==> config.mk <==
export PLATFORM = sky130hd
export DESIGN_NAME = i2c_enable_status_regs
export DESIGN_NICKNAME = d
export VERILOG_FILES = /design/src/shared/i2c_regs_pkg.sv /design/src/core/enable_sync.sv /design/src/core/i2c_enable_status_regs.sv
export SDC_FILE = /design/constraint.sdc
export NUM_CORES = 1
export LEC_CHECK = 0
export BUFFER_PORTS_ARGS = -buffer_cell sky130_fd_sc_hd__buf_2
export CORE_ASPECT_RATIO = 2
export CORE_MARGIN = 2
export CORE_UTILIZATION = 48
export DETAILED_ROUTE_END_ITERATION = 6
export PLACE_DENSITY = 0.8
export REMOVE_ABC_BUFFERS = 1
export SLEW_MARGIN = 0
export SYNTH_ARGS = -nofsm -noshare
export SYNTH_HDL_FRONTEND = slang
export SYNTH_SLANG_ARGS = --single-unit
==> constraint.sdc <==
create_clock -name i_mclk -period 2.3 [get_ports i_mclk]
set_input_delay 0.345 -clock i_mclk [delete_from_list [all_inputs] [get_ports i_mclk]]
set_output_delay 0.345 -clock i_mclk [all_outputs]
set_load 0.02 [all_outputs]
==> src/shared/i2c_regs_pkg.sv <==
// Package: register map, field positions and reset values of the I2C enable/status block
package i2c_regs_pkg;
  // Byte addresses as printed
  localparam logic [31:0] ADDR_CLEAR_START_SEEN     = 32'h5000_1364;
  localparam logic [31:0] ADDR_CLEAR_BROADCAST_CALL = 32'h5000_1368;
  localparam logic [31:0] ADDR_CONTROLLER_ENABLE    = 32'h5000_136c;
  localparam logic [31:0] ADDR_CONTROLLER_STATUS    = 32'h5000_1370;
  localparam logic [31:0] ADDR_TX_FILL_LEVEL        = 32'h5000_1374;
  localparam logic [31:0] ADDR_RX_FILL_LEVEL        = 32'h5000_1378;
  localparam logic [31:0] ADDR_DATA_HOLD_TIME       = 32'h5000_137c;
  localparam logic [31:0] ADDR_IRQ_STATUS           = 32'h5000_13c0;
  localparam logic [31:0] ADDR_IRQ_MASK             = 32'h5000_13c4;
  // Raw interrupt bit positions
  localparam int START_SEEN_BIT     = 10;
  localparam int BROADCAST_CALL_BIT = 11;
  // Status bit positions
  localparam int ST_ACTIVITY_BIT   = 0;
  localparam int ST_TX_SPACE_BIT   = 1;
  localparam int ST_TX_EMPTY_BIT   = 2;
  localparam int ST_RX_DATA_BIT    = 3;
  localparam int ST_RX_FULL_BIT    = 4;
  localparam int ST_MASTER_BIT     = 5;
  localparam int ST_SLAVE_BIT      = 6;
  // Level field width
  localparam int LEVEL_W = 6;
  // Reset values
  localparam logic [15:0] HOLD_RESET   = 16'h0001;
  localparam logic        ENABLE_RESET = 1'b0;
  // Enable delay in core clock cycles
  localparam int ENABLE_DELAY_CYCLES = 2;
  // AXI responses
  localparam logic [1:0] RESP_OKAY   = 2'h0;
  localparam logic [1:0] RESP_SLVERR = 2'h2;
  // Sticky event bit positions in the local interrupt register
  localparam int EV_START_SEEN     = 0;
  localparam int EV_BROADCAST_CALL = 1;
  localparam int EV_IDLE_REACHED   = 2;
  localparam int EV_W              = 3;
endpackage
==> src/core/enable_sync.sv <==
// Delay line that applies the enable bit two core clocks after the write
`timescale 1ns/10ps
`default_nettype none
module enable_sync #(
  parameter int DEPTH = i2c_regs_pkg::ENABLE_DELAY_CYCLES
) (
  // Clock and reset
  input  wire logic i_mclk,
  input  wire logic i_rstn,
  // Enable
  input  wire logic i_en,
  output logic      o_en
);
  logic [DEPTH-1:0] pipe_q;
  logic [DEPTH-1:0] pipe_d;

  // Shift in the written enable value
  always_comb begin
    pipe_d = {pipe_q[DEPTH-2:0], i_en};
  end

  // Register the line
  always_ff @(posedge i_mclk) begin
    if (!i_rstn) begin
      pipe_q <= '0;
    end else begin
      pipe_q <= pipe_d;
    end
  end

  assign o_en = pipe_q[DEPTH-1];
endmodule
`default_nettype wire

==> src/core/i2c_enable_status_regs.sv <==
// AXI4-Lite register block: clear-on-read, enable, status, FIFO levels and SDA hold time
// Functional notes
// - Reading start-seen clear register clears raw interrupt bit 10.
// - Reading broadcast-call clear register clears raw interrupt bit 11.
// - Enable bit 0 turns controller on; 0 off and, once master and slave are idle, flushes both FIFOs.
// - After disable, masked interrupt bits stay until controller is idle.
// - Disable while transmitting finishes transfer, then discards transmit buffer.
// - Disable while receiving ends after current byte without acknowledge.
// - Enable change takes effect two core clocks after the write.
// - Status bit 6 is 1 while slave machine is not idle.
// - Status bit 5 is 1 while master machine is not idle.
// - Status bit 4 is 1 when receive FIFO is full.
// - Status bit 3 is 1 when receive FIFO holds an entry.
// - Status bit 2 is 1 when transmit FIFO empty; resets 1; no interrupt.
// - Status bit 1 is 1 while transmit FIFO has space; resets 1.
// - Transmit level field bits 5:0 shows transmit entries; resets zero.
// - Receive level field bits 5:0 shows receive entries; resets zero.
`timescale 1ns/10ps
`default_nettype none
module i2c_enable_status_regs #(
  parameter int FIFO_DEPTH = 32
) (
  // Clock and reset
  input  wire logic        i_mclk,
  input  wire logic        i_rstn,
  // AXI4-Lite write address
  input  wire logic [31:0] i_awaddr,
  input  wire logic        i_awvalid,
  output logic             o_awready,
  // AXI4-Lite write data
  input  wire logic [31:0] i_wdata,
  input  wire logic [3:0]  i_wstrb,
  input  wire logic        i_wvalid,
  output logic             o_wready,
  // AXI4-Lite write response
  output logic [1:0]       o_bresp,
  output logic             o_bvalid,
  input  wire logic        i_bready,
  // AXI4-Lite read address
  input  wire logic [31:0] i_araddr,
  input  wire logic        i_arvalid,
  output logic             o_arready,
  // AXI4-Lite read data
  output logic [31:0]      o_rdata,
  output logic [1:0]       o_rresp,
  output logic             o_rvalid,
  input  wire logic        i_rready,
  // Core observations
  input  wire logic        i_master_busy,
  input  wire logic        i_slave_busy,
  input  wire logic [5:0]  i_tx_level,
  input  wire logic [5:0]  i_rx_level,
  input  wire logic        i_start_seen_irq,
  input  wire logic        i_broadcast_call_irq,
  input  wire logic        i_tx_in_byte,
  input  wire logic        i_rx_in_byte,
  // Core controls
  output logic             o_ctrl_enable,
  output logic             o_fifo_flush,
  output logic             o_tx_discard,
  output logic             o_rx_nack,
  output logic             o_start_seen_clear,
  output logic             o_broadcast_call_clear,
  output logic             o_masked_hold,
  output logic [15:0]      o_data_hold_cycles,
  // Interrupt
  output logic             o_irq
);
  // Write channel state
  logic        aw_held_q, aw_held_d;
  logic [31:0] aw_addr_q, aw_addr_d;
  logic        w_held_q, w_held_d;
  logic [31:0] w_data_q, w_data_d;
  logic [3:0]  w_strb_q, w_strb_d;
  logic        bvalid_q, bvalid_d;
  logic [1:0]  bresp_q, bresp_d;
  // Read channel state
  logic        rvalid_q, rvalid_d;
  logic [31:0] rdata_q, rdata_d;
  logic [1:0]  rresp_q, rresp_d;
  // Registers
  logic        enable_q, enable_d;
  logic [15:0] hold_q, hold_d;
  logic [2:0]  evt_q, evt_d;
  logic [2:0]  mask_q, mask_d;
  logic        sclr_q, sclr_d;
  logic        gclr_q, gclr_d;
  logic        drain_q, drain_d;
  logic        active_q;
  // Derived
  logic        en_eff;
  logic        do_write;
  logic        do_read;
  logic [15:0] status;
  logic        ctrl_busy;
  logic [2:0]  evt_set;

  // Map an address to its read value, with a hit flag
  function automatic logic [32:0] read_map(input logic [31:0] a, input logic [15:0] st,
                                           input logic [5:0] txl, input logic [5:0] rxl,
                                           input logic en, input logic [15:0] hold,
                                           input logic [2:0] ev, input logic [2:0] mk);
    logic [32:0] r;
    r = {1'b1, 32'h0000_0000};
    if (a == i2c_regs_pkg::ADDR_CLEAR_START_SEEN) begin
      r[31:0] = 32'h0000_0000;
    end else if (a == i2c_regs_pkg::ADDR_CLEAR_BROADCAST_CALL) begin
      r[31:0] = 32'h0000_0000;
    end else if (a == i2c_regs_pkg::ADDR_CONTROLLER_ENABLE) begin
      r[31:0] = {31'h0000_0000, en};
    end else if (a == i2c_regs_pkg::ADDR_CONTROLLER_STATUS) begin
      r[31:0] = {16'h0000, st};
    end else if (a == i2c_regs_pkg::ADDR_TX_FILL_LEVEL) begin
      r[31:0] = {26'h000_0000, txl};
    end else if (a == i2c_regs_pkg::ADDR_RX_FILL_LEVEL) begin
      r[31:0] = {26'h000_0000, rxl};
    end else if (a == i2c_regs_pkg::ADDR_DATA_HOLD_TIME) begin
      r[31:0] = {16'h0000, hold};
    end else if (a == i2c_regs_pkg::ADDR_IRQ_STATUS) begin
      r[31:0] = {29'h0000_0000, ev};
    end else if (a == i2c_regs_pkg::ADDR_IRQ_MASK) begin
      r[31:0] = {29'h0000_0000, mk};
    end else begin
      r = {1'b0, 32'h0000_0000};
    end
    return r;
  endfunction

  // Enable delay line: two core clocks from write to effect
  enable_sync #(
    .DEPTH (i2c_regs_pkg::ENABLE_DELAY_CYCLES)
  ) u_enable_sync (
    .i_mclk (i_mclk),
    .i_rstn (i_rstn),
    .i_en   (enable_q),
    .o_en   (en_eff)
  );

  // Status word from core observations
  always_comb begin
    status = 16'h0000;
    status[i2c_regs_pkg::ST_SLAVE_BIT]    = i_slave_busy;
    status[i2c_regs_pkg::ST_MASTER_BIT]   = i_master_busy;
    status[i2c_regs_pkg::ST_RX_FULL_BIT]  = (32'(i_rx_level) >= FIFO_DEPTH);
    status[i2c_regs_pkg::ST_RX_DATA_BIT]  = (i_rx_level != 6'h00);
    status[i2c_regs_pkg::ST_TX_EMPTY_BIT] = (i_tx_level == 6'h00);
    status[i2c_regs_pkg::ST_TX_SPACE_BIT] = (32'(i_tx_level) < FIFO_DEPTH);
    status[i2c_regs_pkg::ST_ACTIVITY_BIT] = i_master_busy | i_slave_busy;
  end

  assign ctrl_busy = i_master_busy | i_slave_busy;
  assign do_write  = aw_held_q && w_held_q && !bvalid_q;
  assign do_read   = i_arvalid && !rvalid_q;

  // Local event sources: start seen, broadcast call, idle after disable
  always_comb begin
    evt_set = 3'h0;
    evt_set[i2c_regs_pkg::EV_START_SEEN]     = i_start_seen_irq;
    evt_set[i2c_regs_pkg::EV_BROADCAST_CALL] = i_broadcast_call_irq;
    evt_set[i2c_regs_pkg::EV_IDLE_REACHED]   = drain_q && !ctrl_busy;
  end

  // Bus and register next state
  always_comb begin
    logic [32:0] rm;
    rm        = 33'h0_0000_0000;
    aw_held_d = aw_held_q;
    aw_addr_d = aw_addr_q;
    w_held_d  = w_held_q;
    w_data_d  = w_data_q;
    w_strb_d  = w_strb_q;
    bvalid_d  = bvalid_q;
    bresp_d   = bresp_q;
    rvalid_d  = rvalid_q;
    rdata_d   = rdata_q;
    rresp_d   = rresp_q;
    enable_d  = enable_q;
    hold_d    = hold_q;
    mask_d    = mask_q;
    evt_d     = evt_q;
    sclr_d    = 1'b0;
    gclr_d    = 1'b0;
    // Address and data taken in either order
    if (i_awvalid && !aw_held_q) begin
      aw_held_d = 1'b1;
      aw_addr_d = i_awaddr;
    end
    if (i_wvalid && !w_held_q) begin
      w_held_d = 1'b1;
      w_data_d = i_wdata;
      w_strb_d = i_wstrb;
    end
    // Write commit
    if (do_write) begin
      aw_held_d = 1'b0;
      w_held_d  = 1'b0;
      bvalid_d  = 1'b1;
      bresp_d   = i2c_regs_pkg::RESP_OKAY;
      if (aw_addr_q == i2c_regs_pkg::ADDR_CONTROLLER_ENABLE) begin
        if (w_strb_q[0]) begin
          enable_d = w_data_q[0];
        end
      end else if (aw_addr_q == i2c_regs_pkg::ADDR_DATA_HOLD_TIME) begin
        if (w_strb_q[0]) begin
          hold_d[7:0] = w_data_q[7:0];
        end
        if (w_strb_q[1]) begin
          hold_d[15:8] = w_data_q[15:8];
        end
      end else if (aw_addr_q == i2c_regs_pkg::ADDR_IRQ_MASK) begin
        if (w_strb_q[0]) begin
          mask_d = w_data_q[2:0];
        end
      end else if (aw_addr_q == i2c_regs_pkg::ADDR_IRQ_STATUS) begin
        if (w_strb_q[0]) begin
          evt_d = evt_q & ~w_data_q[2:0];
        end
      end else if (read_map(aw_addr_q, status, i_tx_level, i_rx_level, enable_q, hold_q, evt_q, mask_q)
                   == {1'b0, 32'h0000_0000}) begin
        bresp_d = i2c_regs_pkg::RESP_SLVERR;
      end
    end
    if (bvalid_q && i_bready) begin
      bvalid_d = 1'b0;
    end
    // Read: answer one cycle after the address is taken
    if (do_read) begin
      rm       = read_map(i_araddr, status, i_tx_level, i_rx_level, enable_q, hold_q, evt_q, mask_q);
      rvalid_d = 1'b1;
      rdata_d  = rm[31:0];
      rresp_d  = rm[32] ? i2c_regs_pkg::RESP_OKAY : i2c_regs_pkg::RESP_SLVERR;
      if (i_araddr == i2c_regs_pkg::ADDR_CLEAR_START_SEEN) begin
        sclr_d = 1'b1;
        evt_d[i2c_regs_pkg::EV_START_SEEN] = 1'b0;
      end
      if (i_araddr == i2c_regs_pkg::ADDR_CLEAR_BROADCAST_CALL) begin
        gclr_d = 1'b1;
        evt_d[i2c_regs_pkg::EV_BROADCAST_CALL] = 1'b0;
      end
    end else if (rvalid_q && i_rready) begin
      rvalid_d = 1'b0;
    end
    // Set wins over clear
    evt_d = evt_d | evt_set;
  end

  // Drain tracking: disabled but still busy keeps masked status alive
  always_comb begin
    drain_d = drain_q;
    if (active_q && !en_eff && ctrl_busy) begin
      drain_d = 1'b1;
    end else if (!ctrl_busy || en_eff) begin
      drain_d = 1'b0;
    end
  end

  // Register everything
  always_ff @(posedge i_mclk) begin
    if (!i_rstn) begin
      aw_held_q <= 1'b0;
      aw_addr_q <= 32'h0000_0000;
      w_held_q  <= 1'b0;
      w_data_q  <= 32'h0000_0000;
      w_strb_q  <= 4'h0;
      bvalid_q  <= 1'b0;
      bresp_q   <= 2'h0;
      rvalid_q  <= 1'b0;
      rdata_q   <= 32'h0000_0000;
      rresp_q   <= 2'h0;
      enable_q  <= i2c_regs_pkg::ENABLE_RESET;
      hold_q    <= i2c_regs_pkg::HOLD_RESET;
      evt_q     <= 3'h0;
      mask_q    <= 3'h0;
      sclr_q    <= 1'b0;
      gclr_q    <= 1'b0;
      drain_q   <= 1'b0;
      active_q  <= 1'b0;
    end else begin
      aw_held_q <= aw_held_d;
      aw_addr_q <= aw_addr_d;
      w_held_q  <= w_held_d;
      w_data_q  <= w_data_d;
      w_strb_q  <= w_strb_d;
      bvalid_q  <= bvalid_d;
      bresp_q   <= bresp_d;
      rvalid_q  <= rvalid_d;
      rdata_q   <= rdata_d;
      rresp_q   <= rresp_d;
      enable_q  <= enable_d;
      hold_q    <= hold_d;
      evt_q     <= evt_d;
      mask_q    <= mask_d;
      sclr_q    <= sclr_d;
      gclr_q    <= gclr_d;
      drain_q   <= drain_d;
      active_q  <= en_eff;
    end
  end

  // Bus outputs
  assign o_awready = !aw_held_q;
  assign o_wready  = !w_held_q;
  assign o_bvalid  = bvalid_q;
  assign o_bresp   = bresp_q;
  assign o_arready = !rvalid_q;
  assign o_rvalid  = rvalid_q;
  assign o_rdata   = rdata_q;
  assign o_rresp   = rresp_q;

  // Core control outputs
  assign o_ctrl_enable          = en_eff;
  assign o_fifo_flush           = !en_eff && !ctrl_busy;
  assign o_tx_discard           = !en_eff && !i_tx_in_byte;
  assign o_rx_nack              = !en_eff && i_rx_in_byte;
  assign o_start_seen_clear     = sclr_q;
  assign o_broadcast_call_clear = gclr_q;
  assign o_masked_hold          = drain_q;
  assign o_data_hold_cycles     = hold_q;
  assign o_irq                  = |(evt_q & mask_q);

  // Checks
  enable_delay_a : assert property (@(posedge i_mclk) disable iff (!i_rstn)
    $changed(enable_q) |-> ##2 (o_ctrl_enable == $past(enable_q, 2)))
    else $error("enable not applied after two cycles");
  start_clear_a : assert property (@(posedge i_mclk) disable iff (!i_rstn)
    (do_read && i_araddr == i2c_regs_pkg::ADDR_CLEAR_START_SEEN) |=> o_start_seen_clear)
    else $error("start seen clear missing");
  bcast_clear_a : assert property (@(posedge i_mclk) disable iff (!i_rstn)
    (do_read && i_araddr == i2c_regs_pkg::ADDR_CLEAR_BROADCAST_CALL) |=> o_broadcast_call_clear)
    else $error("broadcast clear missing");
  flush_off_a : assert property (@(posedge i_mclk) disable iff (!i_rstn)
    (!$past(enable_q, 2) && !ctrl_busy) |-> o_fifo_flush)
    else $error("fifo not flushed while off");
  tx_discard_a : assert property (@(posedge i_mclk) disable iff (!i_rstn)
    o_tx_discard == (!$past(enable_q, 2) && !i_tx_in_byte))
    else $error("transmit discard rule broken");
  rx_nack_a : assert property (@(posedge i_mclk) disable iff (!i_rstn)
    o_rx_nack == (!$past(enable_q, 2) && i_rx_in_byte))
    else $error("nack rule broken");
  slave_bit_a : assert property (@(posedge i_mclk) disable iff (!i_rstn)
    status[6] == i_slave_busy && status[5] == i_master_busy)
    else $error("activity bits wrong");
  tx_empty_a : assert property (@(posedge i_mclk) disable iff (!i_rstn)
    (i_tx_level == 6'h00) |-> (status[2] && status[1]))
    else $error("tx empty bits wrong");
  rx_bits_a : assert property (@(posedge i_mclk) disable iff (!i_rstn)
    (status[4] |-> status[3]) and (status[0] == (i_master_busy | i_slave_busy)))
    else $error("rx or activity bits wrong");
  hold_write_a : assert property (@(posedge i_mclk) disable iff (!i_rstn)
    (do_write && aw_addr_q == i2c_regs_pkg::ADDR_DATA_HOLD_TIME && w_strb_q == 4'hf)
    |=> (o_data_hold_cycles == $past(w_data_q[15:0])))
    else $error("hold time not written");
  drain_keep_a : assert property (@(posedge i_mclk) disable iff (!i_rstn)
    (drain_q && ctrl_busy && !en_eff) |=> drain_q)
    else $error("masked hold dropped while busy");
  write_cov_c : cover property (@(posedge i_mclk) disable iff (!i_rstn) do_write);
  read_cov_c  : cover property (@(posedge i_mclk) disable iff (!i_rstn) o_rvalid && i_rready);
  drain_cov_c : cover property (@(posedge i_mclk) disable iff (!i_rstn) drain_q ##1 !drain_q);
  irq_cov_c   : cover property (@(posedge i_mclk) disable iff (!i_rstn) o_irq);
endmodule
`default_nettype wire

; ---- Word-level counts from Yosys, hierarchy flattened
; Index checks and enable logic that the tools add are counted.
[word_totals]
register_bits = 119
out_inout_bits = 65
elab_cells = 142
inputBits = 125
[op_classes]
n_reduce_logical = 34
mux = 60
bitwise_logic = 8
magnitude_cmp = 2
n_eq_ne = 18
[ops]
columns = cell, count
row1 = $eq 32x31->1 const B, 18
row2 = $mux 32, 5
row3 = $mux 16, 7
row4 = $logic_not 33->1, 1
row5 = $mux 1, 28
row6 = $mux 3, 8
row7 = $mux 7, 3
row8 = $mux 2, 7
row9 = $logic_and 1x1->1, 13
row10 = $mux 6, 2
row11 = $reduce_and 4->1, 2
row12 = $logic_not 1->1, 7
row13 = $and 3x3->3, 2
row14 = $ge 6x6->1 const B, 1
row15 = $logic_not 6->1, 1
row16 = $lt 6x6->1 const B, 1
row17 = $reduce_bool 6->1, 1
row18 = $reduce_and 5->1, 1
row19 = $reduce_bool 2->1, 2
row20 = $reduce_or 2->1, 2
row21 = $not 1->1, 3
row22 = $not 3->3, 1
row23 = $or 3x3->3, 1
row24 = $reduce_and 3->1, 1
row25 = 4 further kinds, 4

; ---- Logic depth before layout (Yosys ltp)
; Gate-level depths: netlist of run 1.
[logic_depth]
depth_word = 17
depth_mapped = 6
mapped_depth_nobuf = 5

; ---- Modules after synthesis
; A second synthesis of run 1 with hierarchy kept.
[unflattened]
cells_unflattened = 505
area_unflattened_um2 = 4541.9
[modules_own_cells]
columns = module, seq_area_each_um2, area_per_inst_um2, cells_per_inst, n_inst
row1 = i2c_enable_status_regs, 1981.9, 4489.3, 501, 1
row2 = enable_sync, 40.0, 52.6, 4, 1

; ---- Worst setup path after synthesis of run 1
; OpenSTA, ideal clock, no wires.
[synth_path]
kind = input -> register
from = in i_araddr[11]
to = reg rdata_q[2] (netlist: o_rdata[2])
setup_time_ns = 0.116
n_path_buf = 1
t_arrival_ns = 1.868
slack_ns = 0.316
t_required_ns = 2.184
path_stages = 6
path_cell_list = nor4b_2 -> nand4_1 -> or2_1 -> buf_6 -> or4_1 -> a41o_1
[synth_via]
elab_chain_len = 10
elab_cells_between_ends = 18
classes_between = eq/ne (9) / mux (9)
[synth_rtl]
columns = element, line_no
row1 = start: declaration, i2c_enable_status_regs.sv:40  ; input wire logic [31:0] i_araddr,
row2 = $eq 32x31->1, i2c_enable_status_regs.sv:121  ; end else if (a == i2c_regs_pkg::ADDR_IRQ_MASK) begin
row3 = $mux 3, i2c_enable_status_regs.sv:121
row4 = $mux 3, i2c_enable_status_regs.sv:119  ; end else if (a == i2c_regs_pkg::ADDR_IRQ_STATUS) begin
row5 = $mux 16, i2c_enable_status_regs.sv:117  ; end else if (a == i2c_regs_pkg::ADDR_DATA_HOLD_TIME) begin
row6 = $mux 16, i2c_enable_status_regs.sv:115  ; end else if (a == i2c_regs_pkg::ADDR_RX_FILL_LEVEL) begin
row7 = $mux 16, i2c_enable_status_regs.sv:113  ; end else if (a == i2c_regs_pkg::ADDR_TX_FILL_LEVEL) begin
row8 = $mux 16, i2c_enable_status_regs.sv:111  ; end else if (a == i2c_regs_pkg::ADDR_CONTROLLER_STATUS) begin
row9 = $mux 16, i2c_enable_status_regs.sv:109  ; end else if (a == i2c_regs_pkg::ADDR_CONTROLLER_ENABLE) begin
row10 = $mux 16, i2c_enable_status_regs.sv:107  ; end else if (a == i2c_regs_pkg::ADDR_CLEAR_BROADCAST_CALL) begin
row11 = $mux 16 *, i2c_enable_status_regs.sv:105  ; if (a == i2c_regs_pkg::ADDR_CLEAR_START_SEEN) begin
row12 = end signal: assignment, i2c_enable_status_regs.sv:287  ; rdata_q <= rdata_d;
row13 = end: declaration, i2c_enable_status_regs.sv:79  ; logic [31:0] rdata_q, rdata_d;
; Mark *: on every way between the ends. The rest lies on a longest branch, timed or not.
; A chain may end at the register's enable or synchronous reset.

; ---- Final worst setup path of run 1
[layout_path]
from = reg aw_addr_q[18]
to = reg hold_q[7] (netlist: o_data_hold_cycles[7])
[layout_via]
elab_chain_len = 3
elab_cells_between_ends = 4
classes_between = eq/ne (2) / bitwise (1) / reduce/logical (1)
[layout_rtl]
columns = element, line_no
row1 = start: declaration, i2c_enable_status_regs.sv:71  ; logic [31:0] aw_addr_q, aw_addr_d;
row2 = start signal: assignment, i2c_enable_status_regs.sv:280  ; aw_addr_q <= aw_addr_d;
row3 = $eq 32x31->1, i2c_enable_status_regs.sv:199  ; if (aw_addr_q == i2c_regs_pkg::ADDR_CONTROLLER_ENABLE) begin
row4 = $not 1->1 (no line), --
row5 = $reduce_and 4->1 (no line) *, --
row6 = end signal: assignment, i2c_enable_status_regs.sv:271  ; hold_q <= i2c_regs_pkg::HOLD_RESET;
row7 = end signal: assignment, i2c_enable_status_regs.sv:290  ; hold_q <= hold_d;
row8 = end: declaration, i2c_enable_status_regs.sv:83  ; logic [15:0] hold_q, hold_d;
; Marked as above.

==> impl_metrics.yaml, run 1 <==
setup_path:
  reg2reg_setup_slack_ns: 0.31
  reg2reg_depth: 6
  startpoint: "aw_addr_q[18]"
  crit_fanout: 8
  path_class: "flip-flop to flip-flop"
  startpoint_type: "flip-flop"
  cp-end-kind: "flip-flop"
  reg2reg_to: "o_data_hold_cycles[7]"
  endpoint: "o_data_hold_cycles[7]"
  rr_startpoint: "aw_addr_q[18]"
  critPathRequiredTime_ns: 2.52
  arrival_ns: 2.21
sta:
  fin_skew_ns: 0.00829
  maxSlewViolCount: 0
  finalHoldViolations: 0
  final.setup.tns_ns: 0
  tightest_slew_ns: 0.615
  grt_setup_unrepaired: "no"
  period_share: 0.865
  slew_headroom: 0.587
  worst_slack_ns: 0.310
  clock.fmax_mhz: 502
  finalSetupViolations: 0
  fin_crit_ns: 1.99
grt:
  grt_pass1_wl_um: 18500
  grt_pass1_vias: 4008
  antenna_found_initial: 0
  grt.total_usage: 0.232
  grt_max_degree: 86
  overflow: 0
synthesis:
  synth.area.mux_share: 0.0624
  synth_top_family_by_area: "simple AND/OR/NAND/NOR gates"
  avgSynthCellArea_um2: 8.68
  synth_edf_count: 0
  netlist_area_mm2: 0.00449
  ys_types: 53
  syn_inst: 517
  synth_compound_area_frac: 0.160
  synth-simple-area-share: 0.262
  ys_seq_elements: 101
  synthAdderAreaFrac: 0
  synth_async_sr_flop_share: 0
  synthXorXnorAreaFrac: 0
  yosysWarnings: 0
  synth-seq-area-share: 0.450
  ys.flop_type: "dfxtp_1"
floorplan:
  core_area_mm2: 0.00926
  dieArea_mm2: 0.0102
  dieHeight_um: 141
  core.rowCount: 50
  die_x_um: 72.4
  initial_core_util: 0.485
  io_pins: 190
clock_tree:
  cts_max_path_buffers: 2
  clk_pin_slew_ns: 0.07
  cts_inserted_buffers: 9
  cts_hold_buf: 0
  post_cts_resized: 0
  clkLatencyLatePin_ns: 0.34
  cts_tree: "done"
  cts.sinks: 101
  cts-htree-levels: 3
  cts_root_buffer: "clkbuf_16"
  postCtsSetupBuffers: 0
cells_and_area:
  post-route-cell-area_mm2: 0.00561
  final_cells: 775
  areaGrowthSynthToFinish_pct: 25.0
  final_cell_mix: "buf_2 (153), nand2_1 (122), dfxtp_1 (101)"
  fin_nets: 791
  mostFrequentLayoutCell: "buf_2"
  final_util: 0.606
  antenna_cells: 0
  multiInputGateArea_mm2: 0.00224
  drive_above_1_share: 0.292
  regArea_mm2: 0.00202
  fillers: 869
place:
  place_congestion: 0.937
  dp_hpwl_um: 8970
  placed_area_mm2: 0.00533
  io_buffers: 153
  pre_cts_slack_ns: 0.122
  placedCellCount: 759
status:
  status: "completed"
power_and_ir_drop:
  p_per_area_mw_per_mm2: 661
  ir_drop_uv: 634
  p_leak_nw: 2.45
routing:
  drc: 0
  drtIter0Drc: 253
  routed_wl_um: 11700
  avgViaCountPerCell: 5.29
  ant_nets: 0
  post_drt_wl_per_cell_um: 15.0
  dr_total_vias: 4101
  first_pass_iters: 5
worst_hold_path:
  hold_path.class: "input pin to flip-flop"
job:
  maxCapViolations: 0
## critical path: stages (launching register included)
cell     delay [ns]
dfxtp_1        0.31
nor4_1         0.33
nand4_1        0.38
nor4_4         0.30
buf_4          0.24
mux2i_1        0.24
nor2_1         0.05
## state kept, by name, indices dropped and copies added (netlist names)
register / count
active_q: 1
o_rvalid: 1
aw_held_q: 1
w_data_q: 16
aw_addr_q: 32
o_broadcast_call_clear: 1
evt_q: 3
o_rresp: 1
w_strb_q: 2
o_data_hold_cycles: 16
o_bvalid: 1
w_held_q: 1
o_rdata: 16
u_enable_sync.pipe_q: 2
mask_q: 3
o_masked_hold: 1
o_start_seen_clear: 1
o_bresp: 1
enable_q: 1
## how the worst min path moves through the flow
stage                                       start                       to  slack, ns  depth (start not counted)
final                            i_start_seen_irq                 evt_q[0]       0.22                          2
after global placement    u_enable_sync.pipe_q[0]  u_enable_sync.pipe_q[1]       0.42                          1
after floorplan                            i_rstn    o_data_hold_cycles[0]       0.41                          1
after global routing         i_broadcast_call_irq                 evt_q[1]       0.20                          2
after detailed placement  u_enable_sync.pipe_q[0]  u_enable_sync.pipe_q[1]       0.44                          1
after CTS                        i_start_seen_irq                 evt_q[0]       0.21                          2
## power breakdown
group / switching, mW / total (mW) / leakage [nW] / internal [mW]
combinational: 0.235 / 0.406 / 1.49 / 0.171
clock: 0.693 / 1.45 / 0.135 / 0.757
sequential: 0.0406 / 1.85 / 0.823 / 1.81
## cell families (layout without fill, tap and decap cells)
family                 after synthesis  after routing
and+or+nand+nor                    230            230
other                                1             18
DFF                                101            101
AOI/OAI and AO/OA                  100            100
muxes                               28             28
buffers and inverters               57            194
## synthesized netlist by cell type (3+ instances only)
| cell | count | area share |
|---|---|---|
| a211oi_1 | 4 | 0.0067 |
| a21boi_0 | 44 | 0.074 |
| a21oi_1 | 16 | 0.018 |
| a32oi_1 | 9 | 0.018 |
| and2_1 | 3 | 0.0042 |
| and3_1 | 4 | 0.0056 |
| and4b_1 | 3 | 0.0067 |
| buf_4 | 18 | 0.030 |
| clkbuf_1 | 27 | 0.023 |
| dfxtp_1 | 101 | 0.45 |
| inv_1 | 9 | 0.0075 |
| mux2i_1 | 28 | 0.062 |
| nand2_1 | 122 | 0.10 |
| nand2b_1 | 5 | 0.0070 |
| nand3_1 | 6 | 0.0067 |
| nor2_1 | 26 | 0.022 |
| nor2b_1 | 20 | 0.028 |
| nor3_1 | 4 | 0.0045 |
| nor3b_1 | 5 | 0.0084 |
| nor4_1 | 6 | 0.0084 |
| nor4_2 | 4 | 0.011 |
| nor4b_1 | 3 | 0.0059 |
| nor4b_2 | 3 | 0.010 |
| o21a_1 | 3 | 0.0050 |
| o21ai_0 | 9 | 0.010 |
| or4_1 | 3 | 0.0050 |
## stage by stage
stage	hold WS, ns	power (mW)
after floorplan	0.407	2.09
after global placement	0.419	2.29
after detailed placement	0.435	2.30
after CTS	0.210	3.75
after global routing	0.204	3.87
final	0.218	3.71
## routing by layer
layer	share of wire	vias up	track usage
li1	-	2047	-
met1	0.36	1861	0.229
met2	0.54	161	0.436
met3	0.056	32	0.0493
met4	0.042	0	0.122
met5	0	-	0
## cell type report
cell class	instances	area share
Clock buffer	9	0.0401
Multi-Input combinational cell	376	0.400
Clock inverter	7	0.0109
Tap cell	104	0.0232
Sequential cell	101	0.360
Timing Repair Buffer	168	0.159
Inverter	10	0.00669
No activity file was read; power rests on OpenSTA's default activity.
==> run 2: changes to the inputs <==
==> constraint.sdc (replaced) <==
create_clock -name i_mclk -period 2.11 [get_ports i_mclk]
set_input_delay 0.3165 -clock i_mclk [delete_from_list [all_inputs] [get_ports i_mclk]]
set_output_delay 0.3165 -clock i_mclk [all_outputs]
set_load 0.02 [all_outputs]
==> run 2 against run 1 <==
- final area grew 0.67%
- non-clock buffer count increased by 5
- clock power increased by 7%
- clock skew barely moved
- count of clock-buffer cells in the layout is the same
- power is 8.3% higher
- via count grew 0.61%
- first-iteration DRC count decreased by 51%
- combinational power rose by 9.9%
- utilization is 0.41 points higher
- register-to-register slack got worse by 0.02 ns
- largest cell class unchanged
- highest routed layer unchanged
==> impl_metrics.yaml, run 2 (synthesized netlist as in run 1, its figures left out) <==
clock_tree:
  post_cts_resized: 0
  cts_tree: "done"
  cts_root_buffer: "clkbuf_16"
  cts-htree-levels: 3
  clk_pin_slew_ns: 0.07
  postCtsSetupBuffers: 0
  cts_hold_buf: 0
  cts_max_path_buffers: 2
  clkLatencyLatePin_ns: 0.34
  cts_inserted_buffers: 9
  cts.sinks: 101
place:
  dp_hpwl_um: 9100
  place_congestion: 0.914
  io_buffers: 153
  pre_cts_slack_ns: -0.0370
worst_hold_path:
  hold_path.class: "input pin to flip-flop"
  worst_hold_startpoint: "i_broadcast_call_irq"
  hold-path-endpoint: "evt_q[1]"
  hold_depth: 2
sta:
  slew_headroom: 0.586
  finalHoldViolations: 0
  grt_setup_unrepaired: "no"
  final.setup.tns_ns: 0
  period_share: 0.861
  fin_skew_ns: 0.00847
  fin_crit_ns: 1.82
  tightest_slew_ns: 0.618
  maxSlewViolCount: 0
  finalSetupViolations: 0
  worst_slack_ns: 0.292
  clock.fmax_mhz: 550
cells_and_area:
  final_cell_mix: "buf_2 (153), nand2_1 (122), dfxtp_1 (101)"
  antenna_cells: 0
  regMostFlops: "aw_addr_q"
  fin_nets: 796
  mostFrequentLayoutCell: "buf_2"
  areaGrowthSynthToFinish_pct: 25.8
  largest_reg_flops: 32
  drive_above_1_share: 0.297
  final_util: 0.610
setup_path:
  reg2reg_setup_slack_ns: 0.29
  critPathRequiredTime_ns: 2.34
  path_class: "flip-flop to flip-flop"
  path_cells: "nor4_2 > nand4_2 > nor4_4 > buf_4 > mux2i_1 > nor2b_1"
  cpLargestDelayFamily: "simple AND/OR/NAND/NOR gates"
  arrival_ns: 2.05
  crit_fanout: 8
  cp_num_buf_inv: 1
  startpoint_type: "flip-flop"
  cpPeakStageDelay_ns: 0.33
  reg2reg_to: "o_data_hold_cycles[2]"
  rr_startpoint: "aw_addr_q[15]"
  cp_slowest_cell: "dfxtp_1"
  cp-end-kind: "flip-flop"
  reg2reg_depth: 6
routing:
  drc: 0
  first_pass_iters: 6
  post_drt_wl_per_cell_um: 14.9
  drtIter0Drc: 123
  routed_wl_um: 11600
  avgViaCountPerCell: 5.29
  ant_nets: 0
  dr_total_vias: 4126
grt:
  grt_pass1_vias: 3977
  antenna_found_initial: 0
  grt_max_degree: 62
  grt.total_usage: 0.232
  grt_pass1_wl_um: 18500
  overflow: 0
floorplan:
  die_x_um: 72.4
  core_area_mm2: 0.00926
  initial_core_util: 0.485
  dieHeight_um: 141
  dieArea_mm2: 0.0102
  core.rowCount: 50
  io_pins: 190
power_and_ir_drop:
  design_power_total_mw: 4.01
  p_per_area_mw_per_mm2: 711
  p_leak_nw: 2.47
  ir_drop_uv: 581
status:
  status: "completed"
job:
  maxCapViolations: 0
## run 2: changes by cell type in the layout (fill, tap and decap cells not counted), sizes merged
cell | previous run | this run
buf | 168 | 173
clkinv | 1 | 5
inv | 14 | 10
## run 2: worst max-delay path by stage
stage / startpoint / to / slack [ns] / cells past startpoint
finish: aw_addr_q[15] / o_data_hold_cycles[2] / 0.29 / 6
global route: aw_addr_q[15] / evt_q[0] / 0.1 / 6
CTS: aw_addr_q[18] / o_data_hold_cycles[1] / 0.27 / 7
detailed placement: i_araddr[21] / o_rdata[3] / -0.04 / 7
global placement: i_araddr[22] / o_rdata[3] / -0.04 / 7
floorplan: i_araddr[11] / o_rdata[2] / 0.19 / 5
## run 2: area by class of cell
type	instances	area, um2
inverter	10	37.5
timing repair buffer	173	928
clock inverter	7	61.3
tap	104	130
clock buffer	9	225
multi-input combinational	376	2240
sequential	101	2020
fill	831	3610
## run 2: through the flow
step / cell area (um2) / cells / hold slack (ns)
floorplan: 4300 / 487 / 0.378
global placement: 5360 / 764 / 0.416
detailed placement: 5360 / 764 / 0.423
CTS: 5650 / 780 / 0.176
global route: 5650 / 780 / 0.185
finish: 5650 / 780 / 0.191
## run 2: report_power, final
part | total [mW] | internal, mW | switching (mW)
clock network | 1.55 | 0.815 | 0.736
logic | 0.446 | 0.189 | 0.257
registers | 2.02 | 1.97 | 0.0442
## run 2: worst register-to-register path: stages, from the launching register on
cell and delay, ns:
dfxtp_1 0.33, nor4_2 0.31, nand4_2 0.26, nor4_4 0.30
buf_4 0.23, mux2i_1 0.22, nor2b_1 0.06
## run 2: layer usage
metal  GRT usage  part of all wire  routed length [um]  vias to the layer above
met2       0.434              0.55                6370                      170
met1       0.235              0.35                4120                     1869
met5           0                 0                   0                        -
li1            -                 -                   -                     2057
met4       0.118             0.037                 435                        0
met3      0.0443             0.061                 707                       30
